--- src/rtl/smc_pkg.sv ---
package smc_pkg;

    // Register byte offsets on the APB bus.
    localparam logic [7:0] OFF_CTRL1 = 8'h00;
    localparam logic [7:0] OFF_CTRL2 = 8'h04;
    localparam logic [7:0] OFF_TBC = 8'h08;
    localparam logic [7:0] OFF_STATUS = 8'h0C;
    localparam logic [7:0] OFF_CPU = 8'h10;

    // Field positions.
    localparam int CTRL1_STOP_BIT = 0;
    localparam int TBC_SEL_LSB = 0;
    localparam int TBC_EN_BIT = 3;
    localparam int TBC_DV7_BIT = 4;
    localparam int CPU_IME_BIT = 0;
    localparam int CPU_TBIE_BIT = 1;
    localparam int ST_LATCH_BIT = 0;
    localparam int ST_MSTATE_LSB = 1;
    localparam int ST_MODE_LSB = 8;

    // Timing generator geometry.
    localparam int PRE_W = 2;
    localparam int LOW_W = 6;
    localparam int DIV_W = 21;
    localparam int HIGH_W = DIV_W - LOW_W;
    localparam logic [1:0] LAST_STATE = 2'h3;

    // Second control register fields, in bit order from the top.
    typedef struct packed {
        logic tg_stop;
        logic doze;
        logic main_clock_source_select;
        logic slow_osc_enable;
        logic fast_osc_enable;
    } smc_ctrl2_t;
    localparam smc_ctrl2_t CTRL2_RESET = 5'h01;

    // Time base control fields.
    typedef struct packed {
        logic divider_stage7_source;
        logic time_base_enable_bit;
        logic [2:0] time_base_source_select;
    } smc_tbc_t;
    localparam smc_tbc_t TBC_RESET = 5'h00;

    // Divider taps offered to the time base source select.
    localparam int TB_TAP [8] = '{20, 18, 15, 13, 11, 9, 8, 7};

    // Operating modes, one-hot.
    typedef enum logic [9:0] {
        M_SC_FAST = 10'h001,
        M_SC_DOZE = 10'h002,
        M_TB_DOZE = 10'h004,
        M_DC_FAST = 10'h008,
        M_DC_DOZE = 10'h010,
        M_SLOW_RUN_BOTH_OSC = 10'h020,
        M_SLOW_RUN_FAST_OSC_OFF = 10'h040,
        M_SLEEP = 10'h080,
        M_STOP = 10'h100,
        M_WARM = 10'h200
    } smc_mode_t;

endpackage

--- src/rtl/smc_system_clock_mode_controller.sv ---
// What this block does
// - Clocks come from a 2-stage prescaler, 21-stage divider and machine cycle counter.
// - Prescaler and divider clear on reset and on stop entry or exit.
// - Slow run and sleep feed the slow clock to stage seven.
// - Warm-up after a stop from fast run feeds stage six into stage seven.
// - A machine cycle is four states, each one main clock period.
// - Single-clock mode runs only the fast oscillator; slow crystal pins become ports.
// - Reset enters single-clock fast run.
// - Doze request enters single-clock doze; CPU and watchdog halt, peripherals run.
// - Any interrupt request ends single-clock doze back to fast run.
// - Waking with master enable set services the waking interrupt.
// - Waking with master enable clear resumes at the next instruction.
// - Timing-generator stop enters time-base-only doze; CPU, watchdog and peripherals halt, time base and main clock run.
// - A falling edge of the chosen time base tap ends that doze.
// - That doze ignores the enable; interrupt needs master, local and time base enables.
// - Entered with time base enabled, the interrupt latch sets after return.
// - Dual mode runs both oscillators; main clock fast or slow by mode.
// - In dual fast run the CPU runs fast; peripherals may use either clock.
// - Clock select one goes to slow run, zero back to dual fast run.
// - Clearing fast enable in slow run stops the fast oscillator.
//
// The address map and the APB interface to the registers were decided locally.
`timescale 1ns/1ps
module smc_system_clock_mode_controller
    import smc_pkg::*;
#(
    parameter int WARMUP_TICKS = 4096
)
(
    // APB slave.
    input wire logic pclk,
    input wire logic presetn,
    input wire logic psel,
    input wire logic penable,
    input wire logic pwrite,
    input wire logic [7:0] paddr,
    input wire logic [31:0] pwdata,
    output logic [31:0] prdata,
    output logic pready,
    output logic pslverr,
    // Oscillator ticks and wake sources.
    input wire logic fast_tick,
    input wire logic slow_tick,
    input wire logic irq_request,
    input wire logic stop_release,
    // Clock and run controls.
    output logic main_tick,
    output logic [1:0] machine_state,
    output logic [DIV_W-1:0] divider_value,
    output logic cpu_run,
    output logic watchdog_run,
    output logic periph_run,
    output logic fast_osc_on,
    output logic slow_osc_on,
    output logic slow_pins_as_port,
    // Wake outcomes.
    output logic irq_accept,
    output logic resume_next,
    output logic tb_irq_service
);

    // Last warm-up count; the exit waits for a tick so the full count elapses.
    localparam logic [11:0] WARM_LAST = 12'(WARMUP_TICKS - 1);

    // Mode, software and timing generator state.
    smc_mode_t mode_reg, mode_next;
    smc_ctrl2_t ctrl2_reg;
    smc_tbc_t tbc_reg;
    logic stop_req_reg;
    logic ime_reg, tbie_reg;
    logic tb_latch_reg;
    logic tben_entry_reg;
    logic warm_from_fast_reg;
    logic [11:0] warm_cnt_reg;
    logic [PRE_W-1:0] pre_reg;
    logic [LOW_W-1:0] low_reg;
    logic [HIGH_W-1:0] high_reg;
    logic [1:0] mstate_reg;
    logic use_slow_reg;
    logic tap_prev_reg;
    // Output registers; every port but machine_state and divider_value comes straight from one of these.
    logic [31:0] prdata_reg;
    logic pready_reg, pslverr_reg;
    logic main_tick_reg, cpu_run_reg, wd_run_reg, periph_run_reg;
    logic fast_on_reg, slow_on_reg, port_reg;
    logic irq_accept_reg, resume_next_reg, tb_service_reg;

    // Bus decode.
    // A write commits in the access phase after the setup cycle.
    wire setup = psel & ~penable;
    wire wr_done = psel & penable & pready_reg & pwrite;
    wire hit_c1 = paddr == OFF_CTRL1;
    wire hit_c2 = paddr == OFF_CTRL2;
    wire hit_tbc = paddr == OFF_TBC;
    wire hit_st = paddr == OFF_STATUS;
    wire hit_cpu = paddr == OFF_CPU;
    wire mapped = hit_c1 | hit_c2 | hit_tbc | hit_st | hit_cpu;

    // Mode groups.
    wire in_slow = mode_reg inside {M_SLOW_RUN_FAST_OSC_OFF, M_SLOW_RUN_BOTH_OSC, M_SLEEP};
    wire in_doze = mode_reg inside {M_SC_DOZE, M_DC_DOZE, M_SLEEP};
    wire fast_mode = mode_reg inside {M_SC_FAST, M_DC_FAST};
    // Stop entry and exit both clear the timing generator.
    wire enter_stop = (mode_next == M_STOP) && (mode_reg != M_STOP);
    wire leave_stop = (mode_reg == M_STOP) && (mode_next != M_STOP);
    wire div_clear = enter_stop | leave_stop;

    // Divider chain: prescaler, stages one to six, stages seven on.
    wire fast_runs = fast_on_reg & ~(mode_reg inside {M_STOP, M_SLOW_RUN_FAST_OSC_OFF, M_SLEEP});
    wire pre_carry = fast_runs & fast_tick & (pre_reg == {PRE_W{1'b1}});
    wire low_carry = pre_carry & (low_reg == {LOW_W{1'b1}});
    // Stage seven takes the slow clock in slow modes and when divider_stage7_source selects it outside warm-up from fast run, the stage-six carry otherwise.
    // Selecting the slow clock in single-clock mode leaves stage seven idle.
    wire use_stage6 = (mode_reg == M_WARM && warm_from_fast_reg) || !tbc_reg.divider_stage7_source;
    wire stage7_in = in_slow ? slow_tick : (use_stage6 ? low_carry : slow_tick);
    wire [DIV_W-1:0] div_full = {high_reg, low_reg};

    // Time base tap and its falling edge.
    function automatic logic tap_of(input logic [DIV_W-1:0] d, input logic [2:0] s);
        tap_of = d[TB_TAP[s]];
    endfunction
    wire tap_now = tap_of(div_full, tbc_reg.time_base_source_select);
    // The edge register clears with the chain, so a clear never fakes an edge.
    wire tb_fall = tap_prev_reg & ~tap_now;

    // Main clock source; the switch waits for the end of state three.
    wire main_src = use_slow_reg ? slow_tick : fast_tick;
    wire main_go = main_src && !(mode_reg inside {M_STOP, M_WARM});
    wire cycle_end = main_go && (mstate_reg == LAST_STATE);
    // Switching at a cycle boundary keeps every state a full period long.
    wire want_slow = in_slow;

    // Mode transitions.
    // Run modes weigh stop, doze and clock requests in a fixed priority.
    always_comb
    begin
        mode_next = mode_reg;
        unique case (mode_reg)
            M_SC_FAST:
                if (stop_req_reg) mode_next = M_STOP;
                else if (ctrl2_reg.tg_stop) mode_next = M_TB_DOZE;
                else if (ctrl2_reg.doze) mode_next = M_SC_DOZE;
                else if (ctrl2_reg.slow_osc_enable) mode_next = M_DC_FAST;
            M_SC_DOZE:
                if (irq_request) mode_next = M_SC_FAST;
            M_TB_DOZE:
                if (tb_fall) mode_next = M_SC_FAST;
            M_DC_FAST:
                if (stop_req_reg) mode_next = M_STOP;
                else if (!ctrl2_reg.slow_osc_enable) mode_next = M_SC_FAST;
                else if (ctrl2_reg.main_clock_source_select) mode_next = M_SLOW_RUN_BOTH_OSC;
                else if (ctrl2_reg.doze) mode_next = M_DC_DOZE;
            M_DC_DOZE:
                if (irq_request) mode_next = M_DC_FAST;
            M_SLOW_RUN_BOTH_OSC:
                if (!ctrl2_reg.main_clock_source_select) mode_next = M_DC_FAST;
                else if (!ctrl2_reg.fast_osc_enable) mode_next = M_SLOW_RUN_FAST_OSC_OFF;
                else if (stop_req_reg) mode_next = M_STOP;
                else if (ctrl2_reg.doze) mode_next = M_SLEEP;
            M_SLOW_RUN_FAST_OSC_OFF:
                if (ctrl2_reg.fast_osc_enable) mode_next = M_SLOW_RUN_BOTH_OSC;
                else if (stop_req_reg) mode_next = M_STOP;
                else if (ctrl2_reg.doze) mode_next = M_SLEEP;
            // Sleep wakes to the slow run that matches the fast enable.
            M_SLEEP:
                if (irq_request) mode_next = ctrl2_reg.fast_osc_enable ? M_SLOW_RUN_BOTH_OSC : M_SLOW_RUN_FAST_OSC_OFF;
            M_STOP:
                if (stop_release) mode_next = M_WARM;
            M_WARM:
                if (warm_cnt_reg == WARM_LAST && fast_tick)
                begin
                    if (!warm_from_fast_reg) mode_next = ctrl2_reg.fast_osc_enable ? M_SLOW_RUN_BOTH_OSC : M_SLOW_RUN_FAST_OSC_OFF;
                    else if (ctrl2_reg.slow_osc_enable) mode_next = M_DC_FAST;
                    else mode_next = M_SC_FAST;
                end
            default:
                mode_next = M_SC_FAST;
        endcase
    end

    // Wake outcomes and run enables for the next mode.
    // Wake pulses come at the same edge as the mode leaves a doze.
    wire waking = in_doze && mode_next != mode_reg;
    wire tb_waking = mode_reg == M_TB_DOZE && mode_next == M_SC_FAST;
    wire next_cpu = mode_next inside {M_SC_FAST, M_DC_FAST, M_SLOW_RUN_BOTH_OSC, M_SLOW_RUN_FAST_OSC_OFF};
    wire next_periph = !(mode_next inside {M_TB_DOZE, M_STOP, M_WARM});
    wire next_fast = !(mode_next inside {M_SLOW_RUN_FAST_OSC_OFF, M_SLEEP, M_STOP});
    wire next_slow = !(mode_next inside {M_SC_FAST, M_SC_DOZE, M_TB_DOZE}) && ctrl2_reg.slow_osc_enable;
    wire latch_set = tb_waking && tben_entry_reg;
    wire latch_clr = wr_done && hit_st && pwdata[ST_LATCH_BIT];
    wire doze_entry = mode_next != mode_reg && mode_next inside {M_SC_DOZE, M_DC_DOZE, M_SLEEP, M_TB_DOZE};

    // Status word; unused bits read as zero.
    wire [31:0] st_word = {14'h0000, 10'(mode_reg), 5'h00, mstate_reg, tb_latch_reg};

    // Read data mux.
    wire [31:0] rd_word =
        hit_c1 ? {31'h0000_0000, stop_req_reg} :
        hit_c2 ? {27'h000_0000, ctrl2_reg} :
        hit_tbc ? {27'h000_0000, tbc_reg} :
        hit_cpu ? {30'h0000_0000, tbie_reg, ime_reg} :
        hit_st ? st_word : 32'h0000_0000;

    // APB response: one access cycle, error on unmapped address.
    // An unmapped write is dropped, since no register decodes it.
    always_ff @(posedge pclk or negedge presetn)
    begin
        if (!presetn)
        begin
            pready_reg <= 1'b0;
            pslverr_reg <= 1'b0;
            prdata_reg <= 32'h0000_0000;
        end
        else
        begin
            pready_reg <= setup;
            pslverr_reg <= setup & ~mapped;
            prdata_reg <= setup ? rd_word : prdata_reg;
        end
    end

    // Software registers; request bits clear on mode entry unless that register is written then.
    always_ff @(posedge pclk or negedge presetn)
    begin
        if (!presetn)
        begin
            ctrl2_reg <= CTRL2_RESET;
            tbc_reg <= TBC_RESET;
            stop_req_reg <= 1'b0;
            ime_reg <= 1'b0;
            tbie_reg <= 1'b0;
        end
        else
        begin
            if (wr_done && hit_c2)
                ctrl2_reg <= pwdata[4:0];
            else if (doze_entry)
            begin
                ctrl2_reg.doze <= 1'b0;
                ctrl2_reg.tg_stop <= 1'b0;
            end
            if (wr_done && hit_tbc)
                tbc_reg <= pwdata[4:0];
            if (wr_done && hit_c1)
                stop_req_reg <= pwdata[CTRL1_STOP_BIT];
            else if (enter_stop)
                stop_req_reg <= 1'b0;
            if (wr_done && hit_cpu)
            begin
                ime_reg <= pwdata[CPU_IME_BIT];
                tbie_reg <= pwdata[CPU_TBIE_BIT];
            end
        end
    end

    // Mode state, warm-up count and interrupt latch.
    // The latch set wins over a software clear in the same cycle.
    always_ff @(posedge pclk or negedge presetn)
    begin
        if (!presetn)
        begin
            mode_reg <= M_SC_FAST;
            warm_cnt_reg <= 12'h000;
            warm_from_fast_reg <= 1'b0;
            tben_entry_reg <= 1'b0;
            tb_latch_reg <= 1'b0;
        end
        else
        begin
            mode_reg <= mode_next;
            warm_cnt_reg <= (mode_reg == M_WARM && fast_tick) ? warm_cnt_reg + 12'h001 :
                            (mode_reg == M_WARM ? warm_cnt_reg : 12'h000);
            warm_from_fast_reg <= enter_stop ? fast_mode : warm_from_fast_reg;
            tben_entry_reg <= (mode_next == M_TB_DOZE && mode_reg != M_TB_DOZE) ?
                              tbc_reg.time_base_enable_bit : tben_entry_reg;
            tb_latch_reg <= latch_set | (tb_latch_reg & ~latch_clr);
        end
    end

    // Prescaler and divider chain.
    // The prescaler counts only while the fast oscillator feeds it.
    always_ff @(posedge pclk or negedge presetn)
    begin
        if (!presetn)
        begin
            pre_reg <= '0;
            low_reg <= '0;
            high_reg <= '0;
            tap_prev_reg <= 1'b0;
        end
        else if (div_clear)
        begin
            pre_reg <= '0;
            low_reg <= '0;
            high_reg <= '0;
            tap_prev_reg <= 1'b0;
        end
        else
        begin
            pre_reg <= (fast_runs && fast_tick) ? pre_reg + 1'b1 : pre_reg;
            low_reg <= pre_carry ? low_reg + 1'b1 : low_reg;
            high_reg <= stage7_in ? high_reg + 1'b1 : high_reg;
            tap_prev_reg <= tap_now;
        end
    end

    // Machine cycle states and glitch-free source switch.
    // Warm-up has no main clock, so the source may change there freely.
    always_ff @(posedge pclk or negedge presetn)
    begin
        if (!presetn)
        begin
            mstate_reg <= 2'h0;
            use_slow_reg <= 1'b0;
            main_tick_reg <= 1'b0;
        end
        else
        begin
            mstate_reg <= main_go ? mstate_reg + 2'h1 : mstate_reg;
            use_slow_reg <= cycle_end || mode_reg == M_WARM ? want_slow : use_slow_reg;
            main_tick_reg <= main_go;
        end
    end

    // Registered run enables and wake pulses.
    // Run enables follow the next mode, so they change with the mode.
    always_ff @(posedge pclk or negedge presetn)
    begin
        if (!presetn)
        begin
            cpu_run_reg <= 1'b1;
            wd_run_reg <= 1'b1;
            periph_run_reg <= 1'b1;
            fast_on_reg <= 1'b1;
            slow_on_reg <= 1'b0;
            port_reg <= 1'b1;
            irq_accept_reg <= 1'b0;
            resume_next_reg <= 1'b0;
            tb_service_reg <= 1'b0;
        end
        else
        begin
            cpu_run_reg <= next_cpu;
            wd_run_reg <= next_cpu;
            periph_run_reg <= next_periph;
            fast_on_reg <= next_fast;
            slow_on_reg <= next_slow;
            port_reg <= !next_slow;
            irq_accept_reg <= waking && ime_reg;
            resume_next_reg <= waking && !ime_reg;
            tb_service_reg <= latch_set && ime_reg && tbie_reg && tbc_reg.time_base_enable_bit;
        end
    end

    // Ports come straight from the registers above.
    assign prdata = prdata_reg;
    assign pready = pready_reg;
    assign pslverr = pslverr_reg;
    assign main_tick = main_tick_reg;
    assign machine_state = mstate_reg;
    assign divider_value = div_full;
    assign cpu_run = cpu_run_reg;
    assign watchdog_run = wd_run_reg;
    assign periph_run = periph_run_reg;
    assign fast_osc_on = fast_on_reg;
    assign slow_osc_on = slow_on_reg;
    assign slow_pins_as_port = port_reg;
    assign irq_accept = irq_accept_reg;
    assign resume_next = resume_next_reg;
    assign tb_irq_service = tb_service_reg;

endmodule

--- config.mk ---
export PLATFORM = sky130hd
export DESIGN_NAME = smc_system_clock_mode_controller
export DESIGN_NICKNAME = d
export VERILOG_FILES = /design/src/rtl/smc_pkg.sv /design/src/rtl/smc_system_clock_mode_controller.sv
export SDC_FILE = /design/constraint.sdc
export NUM_CORES = 1
export LEC_CHECK = 0
export BUFFER_PORTS_ARGS = -buffer_cell sky130_fd_sc_hd__buf_2
export CAP_MARGIN = 20
export CELL_PAD_IN_SITES_DETAIL_PLACEMENT = 1
export CELL_PAD_IN_SITES_GLOBAL_PLACEMENT = 1
export CORE_MARGIN = 8
export CORE_UTILIZATION = 45
export CTS_CLUSTER_SIZE = 24
export DETAILED_ROUTE_END_ITERATION = 6
export GPL_TIMING_DRIVEN = 0
export PLACE_DENSITY_LB_ADDON = 0.1
export RECOVER_POWER = 25
export SLEW_MARGIN = 0
export SYNTH_ARGS = -nofsm -noshare
export SYNTH_HDL_FRONTEND = slang
export SYNTH_SLANG_ARGS = --single-unit
--- constraint.sdc ---
create_clock -name pclk -period 4.7 [get_ports pclk]
set_input_delay 0.94 -clock pclk [delete_from_list [all_inputs] [get_ports pclk]]
set_output_delay 0.94 -clock pclk [all_outputs]
set_load 0.01 [all_outputs]
After elaboration in Yosys (flattened, before gate mapping)
Memory sizes are Yosys's and may differ from the RTL's.
Index checks and enable logic that the tools add are counted.
{"block": "word_totals", "memories": 1, "word_cells": 197, "mem_bits_ro": 256, "output_inout_bits": 67, "register_bits": 108, "input_bits": 49}
{"block": "op_classes", "muxes": 49, "n_addsub": 5, "n_reduce_logical": 50, "eq_ne": 33, "order_cmp": 2, "n_bitwise": 23}
{"memory": "(name not given)", "depth": 8, "word_bits": 32, "read_ports": 1, "rd_ports_with_merged_regs": 0, "write_ports": 0, "line_no": "smc_system_clock_mode_controller.sv:120", "text": "tap_of = d[TB_TAP[s]];"}
{"op": "10-bit two-way mux", "count": 19}
{"op": "10-bit case mux with 10 select lines", "count": 1}
{"op": "18-bit two-way mux", "count": 5}
{"op": "32-bit two-way mux", "count": 2}
{"op": "32-bit by 7-bit < comparator with 1-bit output (second input constant)", "count": 1}
{"op": "15-bit two-way mux", "count": 2}
{"op": "1-bit logical AND", "count": 25}
{"op": "12-bit two-way mux", "count": 2}
{"op": "10-bit by 1-bit equality test with 1-bit output (second input constant)", "count": 2}
{"op": "10-bit equality test (second input constant)", "count": 2}
{"op": "10-bit by 2-bit equality test with 1-bit output (second input constant)", "count": 2}
{"op": "10-bit by 3-bit equality test with 1-bit output (second input constant)", "count": 2}
{"op": "10-bit by 4-bit equality test with 1-bit output (second input constant)", "count": 2}
{"op": "10-bit by 5-bit equality test with 1-bit output (second input constant)", "count": 2}
{"op": "10-bit by 6-bit equality test with 1-bit output (second input constant)", "count": 2}
{"op": "10-bit by 7-bit equality test with 1-bit output (second input constant)", "count": 2}
{"op": "10-bit by 8-bit equality test with 1-bit output (second input constant)", "count": 2}
{"op": "10-bit by 9-bit equality test with 1-bit output (second input constant)", "count": 2}
{"op": "10-bit by 9-bit != test with 1-bit output (second input constant)", "count": 2}
{"op": "3-bit nonzero test", "count": 6}
{"op": "8-bit by 4-bit equality test with 1-bit output (second input constant)", "count": 2}
{"op": "15-bit by 1-bit adder with 15-bit output (second input constant)", "count": 1}
{"op": "7-bit two-way mux", "count": 2}
{"op": "2-bit nonzero test", "count": 7}
{"op": "other kinds (25)", "count": 65}

Logic depth before layout (Yosys ltp)
{"block": "depth", "depth_word": 17, "mapped_depth": 12, "mapped_depth_nobuf": 10}

Worst setup path after synthesis
No wires, ideal clock.
{"block": "synth_path", "kind": "reg-to-reg", "start": "register tbc_reg[0] in the netlist's numbering", "end": "register ctrl2_reg[3] in the netlist's numbering", "slack_ns": 1.813, "n_path_buf": 2, "setup_time_ns": 0.077, "arrival_time_ns": 2.809, "required_time_ns": 4.623, "stages_incl_launch_ff": 13, "cell_sequence": "dfrtp_1 > buf_2 > inv_1 > ha_1 > clkbuf_1 > nand2b_1 > o32ai_1 > a31oi_1 > a21o_1 > o31ai_2 > a22oi_1 > or4_1 > a21oi_1"}
{"block": "synth_via", "elab_chain_cells": 15, "word_cells_on_any_way": 19}
{"element": "from (decl)", "line_no": "smc_system_clock_mode_controller.sv:68", "text": "smc_tbc_t tbc_reg;"}
{"element": "from (signal assigned)", "line_no": "smc_system_clock_mode_controller.sv:243", "text": "tbc_reg <= pwdata[4:0];"}
{"element": "3-bit NOT with 4-bit output (implied by the code) (*)", "line_no": "smc_system_clock_mode_controller.sv:120"}
{"element": "memory 8 x 32 bit (*)"}
{"element": "32-bit two-way mux (implied by the code) (*) (2 in a row)", "line_no": "smc_system_clock_mode_controller.sv:120"}
{"element": "1-bit binary-select mux with 5-bit select (*)", "line_no": "smc_system_clock_mode_controller.sv:120"}
{"element": "1-bit two-way mux (implied by the code) (*) (2 in a row)", "line_no": "smc_system_clock_mode_controller.sv:120"}
{"element": "1-bit NOT (*)", "line_no": "smc_system_clock_mode_controller.sv:124", "text": "wire tb_fall = tap_prev_reg & ~tap_now;"}
{"element": "1-bit bitwise AND (*)", "line_no": "smc_system_clock_mode_controller.sv:124"}
{"element": "10-bit two-way mux (*)", "line_no": "smc_system_clock_mode_controller.sv:147", "text": "if (tb_fall) mode_next = M_SC_FAST;"}
{"element": "10-bit case mux with 10 select lines (*)", "line_no": "smc_system_clock_mode_controller.sv:138", "text": "unique case (mode_reg)"}
{"element": "via mode_next[2]", "line_no": "smc_system_clock_mode_controller.sv:66", "text": "smc_mode_t mode_reg, mode_next;"}
{"element": "10-bit by 2-bit equality test with 1-bit output, or another cell as far along", "line_no": "smc_system_clock_mode_controller.sv:191", "text": "wire doze_entry = mode_next != mode_reg && mode_next inside {M_SC_DOZE, M_DC_DOZE, M_SLEEP, M_TB_DOZE};"}
{"element": "4-bit nonzero test", "line_no": "smc_system_clock_mode_controller.sv:191"}
{"element": "1-bit logical AND (*)", "line_no": "smc_system_clock_mode_controller.sv:191"}
{"element": "2-bit nonzero test (no line) (*)"}
{"element": "to (signal assigned)", "line_no": "smc_system_clock_mode_controller.sv:236", "text": "ctrl2_reg <= pwdata[4:0];"}
{"element": "to (decl)", "line_no": "smc_system_clock_mode_controller.sv:67", "text": "smc_ctrl2_t ctrl2_reg;"}
Mark *: on every way through the listed nets, which the timed path passes. The rest lies on a longest branch. The select of a mux whose other input is x is not followed.
A chain may end at the register's enable or synchronous reset.

Worst setup path after layout
{"block": "layout_path", "start": "register tbc_reg[0] in the netlist's numbering", "end": "register ctrl2_reg[4] in the netlist's numbering"}
Same word-level chain as after synthesis.

==> implementation parameters <==
Parameter                              Value

Floorplanning
  Core Region ... 12,400 µm²
  Effective utilization at floorplan ... 45.2%
  DIE HEIGHT ... 128 µm
  Die Width ... 128 µm
  Die area ... 16,300 µm²
  # IOs ... 116
  # rows ... 41

Power
  Total power ... 2.10 mW
  Lkg Pwr ... 3.02 nW
  Ratio of total power to cell area ... 323 nW/µm²
  Peak supply drop ... 0.210 mV

Finish
  Multi-input logic area ... 3020 µm²
  Number of filler cells placed in the layout ... 1,497
  Antenna cells ... 0
  Fraction of final layout cells sized beyond drive strength 1 ... 22.2%
  Nets ... 747
  Layout-stage area growth over the synthesis result ... 15.7%
  Reg area ... 2280 µm²

Routing
  Via total after detailed routing ... 5,029
  Wire length on met1 ... 7.70 mm
  Routed length on met3 ... 972 µm
  Via count normalized by instance count ... 5.81
  DRC viols ... 0
  Final antenna-violating net count ... 0
  Detail Route met2 WL ... 8.72 mm
  Detailed-routing iteration count for the pre-antenna-repair pass ... 4
  Average wire per standard cell ... 20.5 µm
  DRT iter0 DRCs ... 405
  Final WL ... 17.8 mm
  Highest metal layer with signal wires ... met4

Clocking
  Htree depth ... 3
  Number of hold-repair buffers added at the cts stage ... 0
  Clock root cell ... sky130_fd_sc_hd__clkbuf_16
  TritonCTS clock tree ... built
  Clk pin slew, worst setup/hold paths ... 0.07 ns
  Number of sinks on the clock net ... 91
  Number of gates given a new drive strength after cts ... 0
  Clock buffer count from CTS ... 9
  Clock latency on the worst-skew pair ... 0.35 ns
  Maximum clock insertion buffer count ... 2
  Total setup buffers inserted after CTS ... 0

STA
  Worst Slack Setup Final ... 0.975 ns
  Worst slew pin tran ... 1.61 ns
  Maximum clock skew at final layout ... 0.00362 ns
  Peak clock frequency supported by timing ... 268 MHz
  Hold Violations, Final ... 0
  RSZ-0062 raised after global routing ... false
  Time the worst path needs with I/O delays and setup ... 3.72 ns
  Final setup violation count ... 0
  Share of the clock period used by the worst path ... 79.2%
  Rel. slew slack ... -7.53%
  Final number of max-transition violations ... 94
  TNS Setup ... 0 ns

Run status
  Result of the run ... finished with violations
  Violations in the final reports ... capacitance limit, slew limit

Setup path
  WP data required ... 4.98 ns
  Type of the worst setup path ... flip-flop to flip-flop
  Logic depth of the worst register-to-register path ... 12
  Top fanout value on the critical path ... 10
  Data arrival time of the critical path ... 4.00 ns
  CP endpoint kind ... flip-flop
  Crit path launch type ... flip-flop

Global route
  GR Util All Layers ... 22.6%
  Via count of the first global-routing pass ... 5,325
  Residual overflow from global routing ... 0
  Largest net degree at the start of global routing ... 65
  Initial antenna violation count ... 0
  Global-route wire length before repair ... 29.0 mm

Logic synthesis
  Per-instance average area after synthesis ... 9.45 µm²
  Number of warnings printed during yosys synthesis ... 0
  Area fraction of the dominant cell type after synthesis ... 37.9%
  Most frequent cell after synthesis ... sky130_fd_sc_hd__dfrtp_1
  Total standard cell area after synthesis ... 5610 µm²
  Number of flip-flops and latches in the synthesized netlist ... 91
  EDFF count, synth ... 0
  Cell taking the most area after synthesis ... sky130_fd_sc_hd__dfrtp_1
  Share of synthesized area occupied by flip-flops and latches ... 40.7%
  Yosys cell types ... 75
  Main synth FF type ... sky130_fd_sc_hd__dfrtp_1
  Post-Syn Instances ... 594
  Async SR Flop Fraction ... 100%
  Most instantiated cells after synthesis ... sky130_fd_sc_hd__dfrtp_1 (85), sky130_fd_sc_hd__nand2_1 (41), sky130_fd_sc_hd__nor2_1 (33), sky130_fd_sc_hd__nand3_1 (27)
  Leading cell types by total area after synthesis ... sky130_fd_sc_hd__dfrtp_1 (38%), sky130_fd_sc_hd__mux2_2 (3.6%), sky130_fd_sc_hd__xnor2_1 (3.1%)

Worst hold path
  Hold Path Class ... flip-flop to flip-flop
  Min-Delay Path Depth ... 2

Run
  Maximum Capacitance Violations ... 2

Placed design
  Number of input and output port buffers inserted ... 67
  Final weighted congestion of routability-driven global placement ... 0.926
  Place WS ... 1.06 ns
  Placed wire-length estimate after detailed placement ... 13.5 mm
[worst max-delay path, stage by stage (launching register included)]
cell	delay, ns
sky130_fd_sc_hd__dfrtp_1	0.38
sky130_fd_sc_hd__buf_2	0.28
sky130_fd_sc_hd__inv_1	0.12
sky130_fd_sc_hd__ha_1	0.29
sky130_fd_sc_hd__clkbuf_1	0.33
sky130_fd_sc_hd__nand2b_1	0.14
sky130_fd_sc_hd__o32ai_1	0.24
sky130_fd_sc_hd__a31oi_1	0.12
sky130_fd_sc_hd__a21o_1	0.22
sky130_fd_sc_hd__o31ai_2	0.39
sky130_fd_sc_hd__a22oi_1	0.32
sky130_fd_sc_hd__or4_1	0.65
sky130_fd_sc_hd__a21oi_1	0.18
[logic make-up after synthesis]
| logic type | after synthesis | share of synthesized area (%) |
|---|---|---|
| flops | 91 | 40.7 |
| simple gates | 239 | 24.3 |
| compound gates | 120 | 15.2 |
| fa+ha+maj | 9 | 2.01 |
| mux | 29 | 5.68 |
| xor+xnor | 35 | 5.46 |
| buf+inv | 70 | 6.57 |
| other cells | 1 | 0.0668 |
[cells in the final DEF (no fill, tap or decap), types with 10 or more instances in the layout]
cell / count
sky130_fd_sc_hd__a21oi_1: 18
sky130_fd_sc_hd__a22o_1: 11
sky130_fd_sc_hd__and2_1: 25
sky130_fd_sc_hd__and3_1: 10
sky130_fd_sc_hd__buf_2: 73
sky130_fd_sc_hd__buf_4: 20
sky130_fd_sc_hd__clkbuf_1: 25
sky130_fd_sc_hd__conb_1: 17
sky130_fd_sc_hd__dfrtp_1: 85
sky130_fd_sc_hd__inv_1: 14
sky130_fd_sc_hd__mux2_2: 18
sky130_fd_sc_hd__nand2_1: 41
sky130_fd_sc_hd__nand3_1: 27
sky130_fd_sc_hd__nand4_1: 25
sky130_fd_sc_hd__nor2_1: 33
sky130_fd_sc_hd__nor2b_1: 15
sky130_fd_sc_hd__nor3_1: 11
sky130_fd_sc_hd__o21ai_0: 23
sky130_fd_sc_hd__xnor2_1: 20
sky130_fd_sc_hd__xor2_1: 15
[layer usage]
metal | track usage, % | up-vias
met2 | 37.1 | 144
li1 | - | 2328
met3 | 4.37 | 26
met4 | 8.67 | 0
met1 | 28.9 | 2531
met5 | 0 | -
[worst paths after layout]
path	start	slack, ns	end
worst max register to register	tbc_reg[0]$_DFFE_PN0P_	0.98	ctrl2_reg[4]$_DFFE_PN0P_
min in group asynchronous	presetn	0.97	pslverr$_DFF_PN0_
max in group asynchronous	presetn	1.40	mode_reg[5]$_DFF_PN0_
worst min-delay path	prdata[1]$_DFFE_PN0P_	0.48	prdata[1]$_DFFE_PN0P_
worst min register to register	prdata[1]$_DFFE_PN0P_	0.48	prdata[1]$_DFFE_PN0P_
worst max-delay path	tbc_reg[0]$_DFFE_PN0P_	0.98	ctrl2_reg[4]$_DFFE_PN0P_
[per-stage QoR]
step | cells | hold WS [ns] | instance area, µm² | util (%)
after global placement | 849 | 0.458 | 6220 | 50.1
after floorplan | 610 | 0.455 | 5670 | -
after CTS | 866 | 0.481 | 6520 | 52.5
after detailed placement | 850 | 0.465 | 6250 | 50.4
final | 866 | 0.475 | 6500 | 52.3
after global routing | 866 | 0.527 | 6500 | 52.3
[where the power goes]
group / total, mW / internal [mW] / leakage, nW / switching (mW)
registers: 0.897 / 0.839 / 1.23 / 0.0580
logic: 0.520 / 0.218 / 1.66 / 0.301
clock network: 0.681 / 0.360 / 0.133 / 0.321
[final cells by class]
cell class | instances | area share (%)
multi-input cells | 449 | 46.5
flip-flops and latches | 91 | 35.2
repair buffers | 68 | 5.22
plain buffers | 55 | 4.81
clock buffers | 10 | 3.52
well taps | 172 | 3.31
inverters | 15 | 0.867
clock inverters | 6 | 0.616
Power figures use the tool's default switching activity.
